--- config.mk ---
export PLATFORM = sky130hd
export DESIGN_NAME = spr_device_flat
export DESIGN_NICKNAME = d
export VERILOG_FILES = /design/src/inc/spr_pkg.sv /design/src/inc/spr_if.sv /design/src/verilog/spr_device.sv /design/src/flat_wrapper.sv
export VERILOG_INCLUDE_DIRS = /design/src /design/src/inc
export SDC_FILE = /design/constraint.sdc
export NUM_CORES = 1
export LEC_CHECK = 0
export ABC_AREA = 0
export BUFFER_PORTS_ARGS = -buffer_cell sky130_fd_sc_hd__buf_4
export CAP_MARGIN = 20
export CORE_ASPECT_RATIO = 2
export CORE_MARGIN = 10
export CORE_UTILIZATION = 35
export CTS_BUF_LIST = sky130_fd_sc_hd__clkbuf_8
export DETAILED_ROUTE_END_ITERATION = 8
export PLACE_DENSITY = 0.56
export SYNTH_ARGS = -nofsm -noshare
export SYNTH_HDL_FRONTEND = slang
export SYNTH_SLANG_ARGS = --single-unit
--- constraint.sdc ---
create_clock -name clk -period 4.7 [get_ports clk]
set_input_delay 0.94 -clock clk [delete_from_list [all_inputs] [get_ports clk]]
set_output_delay 0.94 -clock clk [all_outputs]
set_load 0.005 [all_outputs]
--- src/inc/spr_regs.svh ---
// Purpose: Shared constants of the serial print receiver and its host end.
// Assumes: Mark is logic one, space is logic zero on every line.
// Notes: Bit timing is derived from the clock rate at elaboration.
`ifndef SPR_REGS_SVH
`define SPR_REGS_SVH
`define SPR_CLK_HZ 10000000
`define SPR_BASE_BPS 150
`define SPR_MARK 1'b1
`define SPR_SPACE 1'b0
`define SPR_QMARK 8'h3F
`define SPR_XON 8'h11
`define SPR_XOFF 8'h13
`define SPR_BUF_SMALL 13'h0048
`define SPR_BUF_LARGE 13'h1000
`define SPR_STOP_SMALL 13'h000A
`define SPR_STOP_LARGE 13'h0080
`define SPR_RES_SMALL 13'h0014
`define SPR_RES_LARGE 13'h0100
`define SPR_FIFO_DEPTH 32
`define SPR_CNT_W 17
`endif

--- src/inc/spr_pkg.sv ---
// Purpose: Types and helper functions shared by both link ends.
// Assumes: The constants header is on the include path.
// Notes: Frames are shifted out least significant bit first.
`include "spr_regs.svh"
package spr_pkg;
    typedef logic [`SPR_CNT_W-1:0] spr_cnt_t;

    typedef enum logic [4:0] {
        RX_IDLE = 5'h01,
        RX_HALF = 5'h02,
        RX_DATA = 5'h04,
        RX_PAR = 5'h08,
        RX_STOP = 5'h10
    } spr_rx_st_t;

    typedef enum logic [1:0] {
        TX_IDLE = 2'h1,
        TX_SHIFT = 2'h2
    } spr_tx_st_t;

    // Clock cycles in one bit time for rate select 0 (150 bps) to 7.
    function automatic spr_cnt_t spr_bit_cycles(int clk_hz, logic [2:0] sel);
        spr_cnt_t c;
        c = '0;
        for (int i = 0; i < 8; i++) begin
            if (sel == 3'(i)) begin
                c = spr_cnt_t'(clk_hz / (`SPR_BASE_BPS << i));
            end
        end
        return c;
    endfunction

    // Start, data, optional parity and stop bits, LSB first.
    function automatic logic [11:0] spr_frame(logic [7:0] d, logic seven,
                                              logic par_en, logic odd);
        logic [11:0] f;
        logic p;
        p = (seven ? ^d[6:0] : ^d) ^ odd;
        f = {3'h7, (seven ? {1'b1, d[6:0]} : d), 1'b0};
        if (par_en) begin
            if (seven) begin
                f[8] = p;
            end else begin
                f[9] = p;
            end
        end
        return f;
    endfunction

    function automatic logic [3:0] spr_frame_len(logic seven, logic par_en);
        return (seven ? 4'h9 : 4'hA) + {3'h0, par_en};
    endfunction
endpackage

--- src/inc/spr_if.sv ---
// Purpose: Serial link between the printer receiver and the host port.
// Assumes: All four lines idle at mark.
// Notes: Each line has a single driver, so no enables are needed.
`timescale 1ns/100ps
interface spr_if;
    logic rxd;
    logic txd;
    logic dtr;
    logic dsr;
    modport dev(input rxd, input dsr, output txd, output dtr);
    modport host(output rxd, output dsr, input txd, input dtr);
endinterface

--- src/verilog/spr_device.sv ---
// Purpose: Printer end: serial receiver, input buffer, flow and status send.
// Assumes: Printer side drains the buffer; host keeps the frame format.
// Notes: Errored or overrun characters enter the buffer as a question mark when it has room.
`timescale 1ns/100ps
`include "spr_regs.svh"
module spr_fifo #(
    parameter int WIDTH = 8,
    parameter int DEPTH = `SPR_FIFO_DEPTH
) (
    // Clock and reset.
    input wire logic clk,
    input wire logic srst,
    // Filling side.
    input wire logic in_valid,
    output logic in_ready,
    input wire logic [WIDTH-1:0] in_data,
    // Draining side.
    output logic out_valid,
    input wire logic out_ready,
    output logic [WIDTH-1:0] out_data,
    output logic [$clog2(DEPTH):0] count
);
    localparam int PW = $clog2(DEPTH);
    typedef struct packed {
        logic [PW-1:0] wp;
        logic [PW-1:0] rp;
        logic [PW:0] cnt;
    } spr_fifo_state_t;

    spr_fifo_state_t s;
    spr_fifo_state_t n;
    logic [WIDTH-1:0] mem [DEPTH];
    logic push;
    logic pop;

    initial begin
        if (DEPTH < 2 || (1 << PW) != DEPTH) begin
            $error("spr_fifo: DEPTH must be a power of two, at least 2");
        end
    end

    assign in_ready = (s.cnt != (PW+1)'(DEPTH));
    assign out_valid = (s.cnt != '0);
    assign out_data = mem[s.rp];
    assign count = s.cnt;
    assign push = in_valid & in_ready;
    assign pop = out_valid & out_ready;

    always_comb begin
        n = s;
        if (push) begin
            n.wp = s.wp + 1'b1;
        end
        if (pop) begin
            n.rp = s.rp + 1'b1;
        end
        n.cnt = s.cnt + (PW+1)'(push) - (PW+1)'(pop);
        if (srst) begin
            n = '0;
        end
    end

    always_ff @(posedge clk) begin
        s <= n;
        if (push) begin
            mem[s.wp] <= in_data;
        end
    end
endmodule

// Function
// - Host idles receive line at mark
// - Errored characters stored as question mark
// - Characters arriving while busy flagged overrun
// - Reception continues during printing
// - Busy at reset, self-test, on-line
// - Send stop code at low free space
// - Send resume code when space recovers
// - Hardware mode: status waits for DSR space
// - Software mode: status ignores DSR
// - Start bit rechecked at half bit
// - Bits sampled one bit time apart
// - LSB first, parity after data
// - Space at stop bit is framing error
// - Parity checked only when enabled
// - DTR space ready, mark busy
// - Host obeys resume and stop codes
// - Frame: start, 7/8 data, parity, stop
// - Eight selectable rates 150 to 19200
// - Buffer size selects flow thresholds
module spr_device #(
    parameter int CLK_HZ = `SPR_CLK_HZ,
    parameter int FIFO_DEPTH = `SPR_FIFO_DEPTH
) (
    // Clock and reset.
    input wire logic clk,
    input wire logic srst,
    // Serial link.
    spr_if.dev link,
    // Configuration levels.
    input wire logic cfg_seven,
    input wire logic cfg_par_en,
    input wire logic cfg_par_odd,
    input wire logic cfg_xon_mode,
    input wire logic cfg_big_buf,
    input wire logic [2:0] cfg_rate,
    // Printer-side busy causes.
    input wire logic selftest_busy,
    input wire logic online_busy,
    // Status byte to send to the host.
    input wire logic stat_valid,
    input wire logic [7:0] stat_data,
    output logic stat_ack,
    // Input buffer drain.
    output logic buf_valid,
    input wire logic buf_ready,
    output logic [7:0] buf_data,
    // Error pulses.
    output logic err_parity,
    output logic err_frame,
    output logic err_overrun
);
    typedef struct packed {
        logic [1:0] rx_sync;
        logic [1:0] dsr_sync;
        spr_pkg::spr_rx_st_t rx_st;
        spr_pkg::spr_cnt_t rx_cnt;
        logic [3:0] rx_bit;
        logic [7:0] rx_sh;
        logic rx_par;
        spr_pkg::spr_tx_st_t tx_st;
        spr_pkg::spr_cnt_t tx_cnt;
        logic [3:0] tx_bit;
        logic [11:0] tx_sh;
        logic txd;
        logic dtr;
        logic busy;
        logic hold;
        logic pend_xon;
        logic pend_xoff;
        logic wr_valid;
        logic [7:0] wr_data;
        logic stat_ack;
        logic err_par;
        logic err_frm;
        logic err_ovr;
    } spr_dev_state_t;

    localparam int CW = $clog2(FIFO_DEPTH) + 1;

    spr_dev_state_t s;
    spr_dev_state_t n;
    logic fifo_in_ready;
    logic [CW-1:0] fifo_count;

    initial begin
        if (CLK_HZ / `SPR_BASE_BPS >= (1 << `SPR_CNT_W)
            || CLK_HZ / (`SPR_BASE_BPS << 7) < 4) begin
            $error("spr_device: CLK_HZ out of range for bit timing");
        end
        if (FIFO_DEPTH > 4096) begin
            $error("spr_device: FIFO_DEPTH above 4096");
        end
    end

    // Reception never waits on printing or on buffer space.
    spr_fifo #(.WIDTH(8), .DEPTH(FIFO_DEPTH)) u_fifo (
        .clk(clk),
        .srst(srst),
        .in_valid(s.wr_valid),
        .in_ready(fifo_in_ready),
        .in_data(s.wr_data),
        .out_valid(buf_valid),
        .out_ready(buf_ready),
        .out_data(buf_data),
        .count(fifo_count)
    );

    always_comb begin
        spr_pkg::spr_cnt_t full;
        spr_pkg::spr_cnt_t half;
        logic line;
        logic ferr;
        logic perr;
        logic [7:0] rdata;
        logic [12:0] cap;
        logic [12:0] occ;
        logic [12:0] free;
        logic ld;
        logic [7:0] ld_data;
        logic [11:0] frame;
        full = spr_pkg::spr_bit_cycles(CLK_HZ, cfg_rate);
        half = full >> 1;
        line = s.rx_sync[1];
        ferr = 1'b0;
        perr = 1'b0;
        rdata = cfg_seven ? {1'b0, s.rx_sh[7:1]} : s.rx_sh;
        ld = 1'b0;
        ld_data = `SPR_XON;
        n = s;
        n.rx_sync = {s.rx_sync[0], link.rxd};
        n.dsr_sync = {s.dsr_sync[0], link.dsr};
        n.wr_valid = 1'b0;
        n.stat_ack = 1'b0;
        n.err_par = 1'b0;
        n.err_frm = 1'b0;
        n.err_ovr = 1'b0;
        case (s.rx_st)
            spr_pkg::RX_IDLE: begin
                if (line == `SPR_SPACE) begin
                    n.rx_st = spr_pkg::RX_HALF;
                    n.rx_cnt = half - 1'b1;
                end
            end
            spr_pkg::RX_HALF: begin
                if (s.rx_cnt != '0) begin
                    n.rx_cnt = s.rx_cnt - 1'b1;
                end else if (line == `SPR_SPACE) begin
                    n.rx_st = spr_pkg::RX_DATA;
                    n.rx_cnt = full - 1'b1;
                    n.rx_bit = 4'h0;
                    n.rx_par = 1'b0;
                end else begin
                    n.rx_st = spr_pkg::RX_IDLE;
                end
            end
            spr_pkg::RX_DATA: begin
                if (s.rx_cnt != '0) begin
                    n.rx_cnt = s.rx_cnt - 1'b1;
                end else begin
                    n.rx_sh = {line, s.rx_sh[7:1]};
                    n.rx_par = s.rx_par ^ line;
                    n.rx_cnt = full - 1'b1;
                    n.rx_bit = s.rx_bit + 1'b1;
                    if (s.rx_bit == (cfg_seven ? 4'h6 : 4'h7)) begin
                        n.rx_st = cfg_par_en ? spr_pkg::RX_PAR
                                             : spr_pkg::RX_STOP;
                    end
                end
            end
            spr_pkg::RX_PAR: begin
                if (s.rx_cnt != '0) begin
                    n.rx_cnt = s.rx_cnt - 1'b1;
                end else begin
                    n.rx_par = s.rx_par ^ line;
                    n.rx_cnt = full - 1'b1;
                    n.rx_st = spr_pkg::RX_STOP;
                end
            end
            spr_pkg::RX_STOP: begin
                if (s.rx_cnt != '0) begin
                    n.rx_cnt = s.rx_cnt - 1'b1;
                end else begin
                    ferr = (line == `SPR_SPACE);
                    perr = cfg_par_en & (s.rx_par ^ cfg_par_odd);
                    n.err_frm = ferr;
                    n.err_par = perr;
                    n.err_ovr = s.busy;
                    n.rx_st = spr_pkg::RX_IDLE;
                    // With no room at all the character is lost.
                    if (fifo_in_ready) begin
                        n.wr_valid = 1'b1;
                        n.wr_data = (ferr | perr | s.busy) ? `SPR_QMARK
                                                           : rdata;
                    end
                end
            end
            default: begin
                n.rx_st = spr_pkg::RX_IDLE;
            end
        endcase

        case (s.tx_st)
            spr_pkg::TX_IDLE: begin
                if (cfg_xon_mode & s.pend_xoff) begin
                    ld = 1'b1;
                    ld_data = `SPR_XOFF;
                    n.pend_xoff = 1'b0;
                end else if (cfg_xon_mode & s.pend_xon) begin
                    ld = 1'b1;
                    n.pend_xon = 1'b0;
                end else if (stat_valid & (cfg_xon_mode
                             | s.dsr_sync[1] == `SPR_SPACE)) begin
                    ld = 1'b1;
                    ld_data = stat_data;
                    n.stat_ack = 1'b1;
                end
            end
            spr_pkg::TX_SHIFT: begin
                if (s.tx_cnt != '0) begin
                    n.tx_cnt = s.tx_cnt - 1'b1;
                end else if (s.tx_bit == 4'h1) begin
                    n.tx_st = spr_pkg::TX_IDLE;
                    n.txd = `SPR_MARK;
                end else begin
                    n.tx_sh = {1'b1, s.tx_sh[11:1]};
                    n.txd = s.tx_sh[1];
                    n.tx_bit = s.tx_bit - 1'b1;
                    n.tx_cnt = full - 1'b1;
                end
            end
            default: begin
                n.tx_st = spr_pkg::TX_IDLE;
            end
        endcase
        frame = spr_pkg::spr_frame(ld_data, cfg_seven, cfg_par_en, cfg_par_odd);
        if (ld) begin
            n.tx_st = spr_pkg::TX_SHIFT;
            n.tx_sh = frame;
            n.txd = frame[0];
            n.tx_bit = spr_pkg::spr_frame_len(cfg_seven, cfg_par_en);
            n.tx_cnt = full - 1'b1;
        end

        // Free space is measured against the selected buffer size.
        cap = cfg_big_buf ? `SPR_BUF_LARGE : `SPR_BUF_SMALL;
        occ = 13'(fifo_count);
        free = (cap > occ) ? cap - occ : 13'h0000;
        if (free <= (cfg_big_buf ? `SPR_STOP_LARGE : `SPR_STOP_SMALL)) begin
            n.hold = 1'b1;
        end else if (free > (cfg_big_buf ? `SPR_RES_LARGE
                                         : `SPR_RES_SMALL)) begin
            n.hold = 1'b0;
        end
        if (!cfg_xon_mode) begin
            n.pend_xon = 1'b0;
            n.pend_xoff = 1'b0;
        end else if (n.hold & !s.hold) begin
            n.pend_xoff = 1'b1;
            n.pend_xon = 1'b0;
        end else if (!n.hold & s.hold) begin
            n.pend_xon = 1'b1;
            n.pend_xoff = 1'b0;
        end
        n.busy = n.hold | selftest_busy | online_busy | !fifo_in_ready;
        n.dtr = n.busy ? `SPR_MARK : `SPR_SPACE;

        if (srst) begin
            n = '0;
            n.rx_sync = 2'h3;
            n.dsr_sync = 2'h3;
            n.rx_st = spr_pkg::RX_IDLE;
            n.tx_st = spr_pkg::TX_IDLE;
            n.txd = `SPR_MARK;
            n.dtr = `SPR_MARK;
            n.busy = 1'b1;
            n.pend_xon = 1'b1;
        end
    end

    always_ff @(posedge clk) begin
        s <= n;
    end

    assign link.txd = s.txd;
    assign link.dtr = s.dtr;
    assign stat_ack = s.stat_ack;
    assign err_parity = s.err_par;
    assign err_frame = s.err_frm;
    assign err_overrun = s.err_ovr;
endmodule

--- src/flat_wrapper.sv ---
// flat-port wrapper written by rule: the top's interface ports become plain ports
module spr_device_flat 
#(
    parameter int CLK_HZ = `SPR_CLK_HZ,
    parameter int FIFO_DEPTH = `SPR_FIFO_DEPTH
)
  (clk, srst, cfg_seven, cfg_par_en, cfg_par_odd, cfg_xon_mode, cfg_big_buf, cfg_rate, selftest_busy, online_busy, stat_valid, stat_data, stat_ack, buf_valid, buf_ready, buf_data, err_parity, err_frame, err_overrun, link_rxd, link_dsr, link_txd, link_dtr);
  spr_if link_i ();
  input wire logic clk;
  input wire logic srst;
  input wire logic cfg_seven;
  input wire logic cfg_par_en;
  input wire logic cfg_par_odd;
  input wire logic cfg_xon_mode;
  input wire logic cfg_big_buf;
  input wire logic [2:0] cfg_rate;
  input wire logic selftest_busy;
  input wire logic online_busy;
  input wire logic stat_valid;
  input wire logic [7:0] stat_data;
  output logic stat_ack;
  output logic buf_valid;
  input wire logic buf_ready;
  output logic [7:0] buf_data;
  output logic err_parity;
  output logic err_frame;
  output logic err_overrun;
  input wire logic [$bits(link_i.rxd)-1:0] link_rxd;
  input wire logic [$bits(link_i.dsr)-1:0] link_dsr;
  output wire logic [$bits(link_i.txd)-1:0] link_txd;
  output wire logic [$bits(link_i.dtr)-1:0] link_dtr;
  assign link_i.rxd = link_rxd;
  assign link_i.dsr = link_dsr;
  assign link_txd = link_i.txd;
  assign link_dtr = link_i.dtr;
  spr_device #(.CLK_HZ(CLK_HZ), .FIFO_DEPTH(FIFO_DEPTH)) u_core (.clk(clk), .srst(srst), .link(link_i), .cfg_seven(cfg_seven), .cfg_par_en(cfg_par_en), .cfg_par_odd(cfg_par_odd), .cfg_xon_mode(cfg_xon_mode), .cfg_big_buf(cfg_big_buf), .cfg_rate(cfg_rate), .selftest_busy(selftest_busy), .online_busy(online_busy), .stat_valid(stat_valid), .stat_data(stat_data), .stat_ack(stat_ack), .buf_valid(buf_valid), .buf_ready(buf_ready), .buf_data(buf_data), .err_parity(err_parity), .err_frame(err_frame), .err_overrun(err_overrun));
endmodule
Word level (Yosys, flattened, before mapping). Memories as Yosys holds them, arrays and structs flattened. A register that Yosys moved wholly into a read port is not among the register bits. Index checks and enable logic that the tools add are counted.

$add $sub $neg: 12. Order comparisons: 3. Eq/ne operators: 35. Muxes and demuxes: 74. Bitwise operators: 25. Reductions and logical operators: 33.

Operator list (number): $mux 17 (13); $pmux 17 s4 (1); $mux 8 (8); $sub 17x1->17 const B (3); $mux 5 (8); $mux 13 (3); $mux 36 (1); $mux 34 (1); $reduce_bool 17->1 (2); $mux 33 (1); $pmux 5 s5 (1); $mux 22 (1); $mux 21 (1); $mux 1 (20); $mux 9 (2); $sub 16x1->17 const B (1); $mux 2 (8); $ne 2x2->1 const B (8); $reduce_and 3->1 (5); $gt 13x13->1 (1); $gt 13x6->1 (1); $le 13x13->1 (1); $sub 13x6->13 (1); $eq 3x3->1 const B (4); 48 further kinds (86).

Flip-flop bits (word level): 109. RAM bits: 256. Input bits: 24. Output and inout bits: 15. Logic and storage cells: 210. Memories kept: 1.

Memories: u_core.u_fifo.mem (words 32, bits a word 8, read ports 1, clocked after Yosys merged registers in 1, wr ports 1, RTL line spr_device.sv:32) `logic [WIDTH-1:0] mem [DEPTH];`.

Longest topological paths before layout.
Word-level depth: 14. Mapped depth: 17. Depth with buffers taken out: 16.

By module. Synthesis repeated with hierarchy kept, for this count alone.

Cell total of the unflattened synthesis: 1316. Area total of the unflattened synthesis: 16449.5 um2.

By module, submodules not included: spr_fifo (times used 1, cells an instance 624, area each 11091.9 um2, seq. area each 8107.8 um2); spr_device (times used 1, cells an instance 692, area each 5357.6 um2, seq. area each 1821.7 um2).

Least setup slack after synthesis. OpenSTA, ideal clock, no wires.

Path type: input to register. From: input cfg_big_buf. To: register u_core.s[14] (netlist name). Arrival: 3436 ps. Required time: 4573 ps. Path slack: 1137 ps. Stages: 14. Path buffers: 0. Cell sequence: inv_1 ha_1 a31oi_1 xnor2_1 ha_1 nand3_1 a21oi_1 a2bb2oi_1 or4_1 ha_1 a311oi_1 a21oi_1 mux2i_1 o21ai_0.

Longest elaborated chain between the ends: 11.

RTL lines: start, declared (RTL line flat_wrapper.sv:15) `input wire logic cfg_big_buf;`; $mux 13 (no line); $sub 13x6->13 / $gt 13x6->1 (equally long branches) (RTL line spr_device.sv:318) `free = (cap > occ) ? cap - occ : 13'h0000;`; $mux 13 (RTL line spr_device.sv:318); $gt 13x13->1 (RTL line spr_device.sv:321) `` end else if (free > (cfg_big_buf ? `SPR_RES_LARGE ``; $mux 1 (RTL line spr_device.sv:321); $mux 1 * (RTL line spr_device.sv:319) `` if (free <= (cfg_big_buf ? `SPR_STOP_LARGE : `SPR_STOP_SMALL)) begin ``; $logic_not 1->1 (RTL line spr_device.sv:331) `end else if (!n.hold & s.hold) begin`; $and 1x1->1 (RTL line spr_device.sv:331); $mux 2 (RTL line spr_device.sv:331); $mux 2 (RTL line spr_device.sv:328) `end else if (n.hold & !s.hold) begin`; $mux 2 (RTL line spr_device.sv:325) `if (!cfg_xon_mode) begin`; end signal, assigned (RTL line spr_device.sv:352) `s <= n;`; end, declared (RTL line spr_device.sv:151) `spr_dev_state_t s;`.

Mark *: on every way between the ends. The rest lies on a longest branch, timed or not. A chain may end at the register's enable or synchronous reset.

==> impl_results.md <==
* Met3 wire len at between 1 and 1.5 mm
* Leakage at between 0.006 and 0.007 uW
* Final Cycle Share at 85.8%
* Number of H-tree levels at 2
* Seq/Total Area, Yosys at between 60% and 70%
* Power per cell area at roughly 420 nW/um^2
* Total overflow reported by the global router at 0
* Clock slew at reported path FFs at 0.07 ns
* Outcome: completed
* Hold Path Origin: u_core.s[89]
* Crit end category: output port
* Worst VDD drop at 0.200 mV
* CP Buf/Inv Count at 2
* All-Layer GR Usage at between 10% and 20%
* Crit-path slowest cell: dfxtp_4
* CTS Sinks at around 370
* Drt via density at 5.25
* Num CTS Buffers at 52
* DR iter-0 viols at 562
* Register bit total from synthesis at between 300 and 400
* Setup tns final at 0 ns
* Met1 wire length at around 13 mm
* Min Tclk post-route at 4.03 ns
* Required time of the worst setup path at 3.76 ns
* DR pass1 iterations at 5
* Vias in the first global route at between 10000 and 15000
* Hold depth at 1
* Post-synthesis cell area at 16300 sq um
* Netlist cell types at 73
* Critical path class: register to output port
* CORE AREA at ~46000 sq um
* Max Clock Freq at 0.248 GHz
* Die W at between 150 and 200 microns
* I/O pins at 39
* Antenna Nets Post-Route at 0
* Top delay family on crit path: multiplexers
* Worst EP arrival at roughly 3.1 ns
* Area delta synth->final at 12.2%
* Syn. warnings at 0
* Worst R2R Start: u_core.s[35]
* Routability Congestion at ~0.86
* Net count, final at between 1000 and 1500
* Max incr delay on CP at between 0.5 and 0.6 ns
* Power Total at a little under 8000 uW
* Share of layout cells above drive strength 1 at 18.1%
* Final WL at between 30 and 40 mm
* Initial antenna violation count at 1
* Starting density of the core at a little over a third
* HP Class: register to register
* Die Y at 325 microns
* Worst Clk Skew at between 0.02 and 0.025 ns
* Pin count of the biggest net entering global routing at between 60 and 70
* First-pass GRT wire length at between 60 and 70 mm
* # rows at 111
* RSZ-0062 raised after global routing: false
* Final slew viol count at 0
* Cts hold-fix bufs at 0
* Synthesized instance count at between 1000 and 1500
* DR WL met2 at 23.7 mm
* Top_reg_cell synth: edfxtp_1
* Root Driver: clkbuf_8
* Worst-Skew Late Latency at just over 0.6 ns
* Async S/R FF share, synth at 0%
* Worst Hold Path EP: u_core.s[90]
* Most frequent CP cell: mux4_2
* Startpoint types: register
* Worst Path Max Fanout at 31
* Syn_nets at ~1300
* DRC at 0
* RR Endpoint: u_core.s[24]
* Die area at 56200 sq um
* Via count at between 10000 and 15000
* Actual slew at the worst max-slew pin at about 1.0 ns
* Max-cap violations at 0
* Worst slew margin at between 30% and 40%
* Final HPWL DP at around 29 mm
* # resized after CTS at 0
* Fin. Hold Viols at 0
* Max Buffers Root-to-Sink at 3
* DR WL/cell at 20.6 microns
* Port Buf Inserts at 38
* EDFF count, synth at 256
* R2r setup slk at roughly 1.3 ns
* Top routing layer used: met4
* Worst-path cell chain: buf_12 > mux4_2 > mux4_2 > mux2_2 > buf_4
* Mean Syn Cell Area at 13.3 sq um
* Worst Reg-to-Reg Cells at 9
* CTS tree: done
* Setup Buffers After CTS at 0
* Final-report setup violation count at 0
-- synth_stat cells, types with 3 or more instances --
cell type	n	area share, %
edfxtp_1	256	47
nor2_1	145	3.3
dfxtp_1	112	14
mux4_2	80	11
a21oi_1	74	2.3
nand2_1	60	1.4
clkbuf_1	45	1.0
inv_1	40	0.92
o21ai_0	37	1.1
ha_1	33	2.5
nand3_1	27	0.83
nor3_1	24	0.74
xnor2_1	22	1.2
a211oi_1	19	0.87
nor2b_1	17	0.65
xor2_1	16	0.86
nand2b_1	14	0.54
mux2i_1	13	0.80
a221oi_1	11	0.59
a31oi_1	10	0.38
buf_1	10	0.23
o22ai_1	10	0.38
and3_1	9	0.34
buf_2	9	0.28
nand3b_1	9	0.41
mux2_2	8	0.55
nor4_1	8	0.31
o211ai_1	8	0.37
o32ai_1	8	0.43
or3_1	7	0.27
nor3b_1	6	0.28
or2_2	6	0.23
or4_1	6	0.28
and2_1	5	0.19
nand4_1	4	0.15
o21a_1	4	0.18
a22oi_1	3	0.14
a311oi_1	3	0.16
a31o_2	3	0.16
buf_6	3	0.21
o31ai_1	3	0.14
-- per-layer routing --
layer / vias to the layer above / GRT usage [%]
li1: 4758 / -
met1: 5070 / 13.0
met2: 231 / 28.5
met3: 88 / 1.92
met4: 0 / 7.02
met5: - / 0
-- final cells by class --
| class | count | area (sq um) |
|---|---|---|
| inverter | 40 | 150 |
| clock inverter | 38 | 186 |
| tap | 621 | 777 |
| multi-input combinational | 750 | 5960 |
| sequential | 368 | 9930 |
| timing repair buffer | 55 | 520 |
| antenna | 2 | 5.00 |
| clock buffer | 58 | 798 |
| fill | 4344 | 27600 |
-- flip-flops by register name, indices dropped and copies added, names as in the netlist, named ones only --
register	count
u_core.u_fifo.count	6
u_core.link.txd	1
u_core.stat_ack	1
u_core.err_parity	1
u_core.s	86
u_core.err_frame	1
u_core.err_overrun	1
u_core.u_fifo.s	10
u_core.u_fifo.mem	256
-- placed cells by master (no fill, tap or decap), types with 5 or more instances in the layout --
cell type,n
a211oi_1,19
a21oi_1,74
a221oi_1,11
a31oi_1,10
and2_1,5
and3_1,9
buf_4,46
clkbuf_8,58
clkinv_1,6
clkinv_2,6
dfxtp_1,110
edfxtp_1,256
ha_1,33
inv_1,61
mux2_2,8
mux2i_1,13
mux4_2,80
nand2_1,60
nand2b_1,14
nand3_1,27
nand3b_1,9
nor2_1,145
nor2b_1,17
nor3_1,24
nor3b_1,6
nor4_1,8
o211ai_1,8
o21ai_0,37
o22ai_1,10
o32ai_1,8
or2_2,6
or3_1,7
or4_1,6
xnor2_1,22
xor2_1,16
-- where the power goes --
part | total, uW | internal, uW | leakage [uW] | switching [uW]
Sequential | 3620 | 3510 | 0.00327 | 109
Clock | 2370 | 1140 | 0.000576 | 1220
Combinational | 1780 | 840 | 0.00225 | 943
Total | 7770 | 5490 | 0.00610 | 2270
-- metrics by stage --
step,area [sq um],hold slack [ns],util (%),instances,setup slack [ns]
5_1_grt,18300,0.439,39.9,1931,0.536
3_5_place_dp,17200,0.400,37.5,1828,0.617
2_1_floorplan,16300,0.389,-,1226,1.14
4_1_cts,18200,0.414,39.6,1924,0.559
6_report,18300,0.410,39.9,1932,0.666
3_3_place_gp,17200,0.395,37.5,1828,0.611
-- worst max path at each step --
stage / from / endpoint / slack, ns / cells past startpoint
finish: register / buf_data[0] / 0.67 / 5
global route: register / buf_data[0] / 0.54 / 5
CTS: register / buf_data[4] / 0.56 / 5
detailed placement: cfg_big_buf / u_core.s[14] / 0.62 / 15
global placement: cfg_big_buf / u_core.s[14] / 0.61 / 15
floorplan: cfg_big_buf / u_core.s[14] / 1.14 / 14
-- cell families after synthesis --
| group | Yosys count | synth area share (%) |
|---|---|---|
| flops | 368 | 60.8 |
| buf+inv | 108 | 2.71 |
| xor+xnor | 38 | 2.04 |
| compound gates | 219 | 8.68 |
| fa+ha+maj | 34 | 2.65 |
| simple gates | 358 | 10.7 |
| mux | 101 | 12.4 |
(Power assumes the default switching activity.)
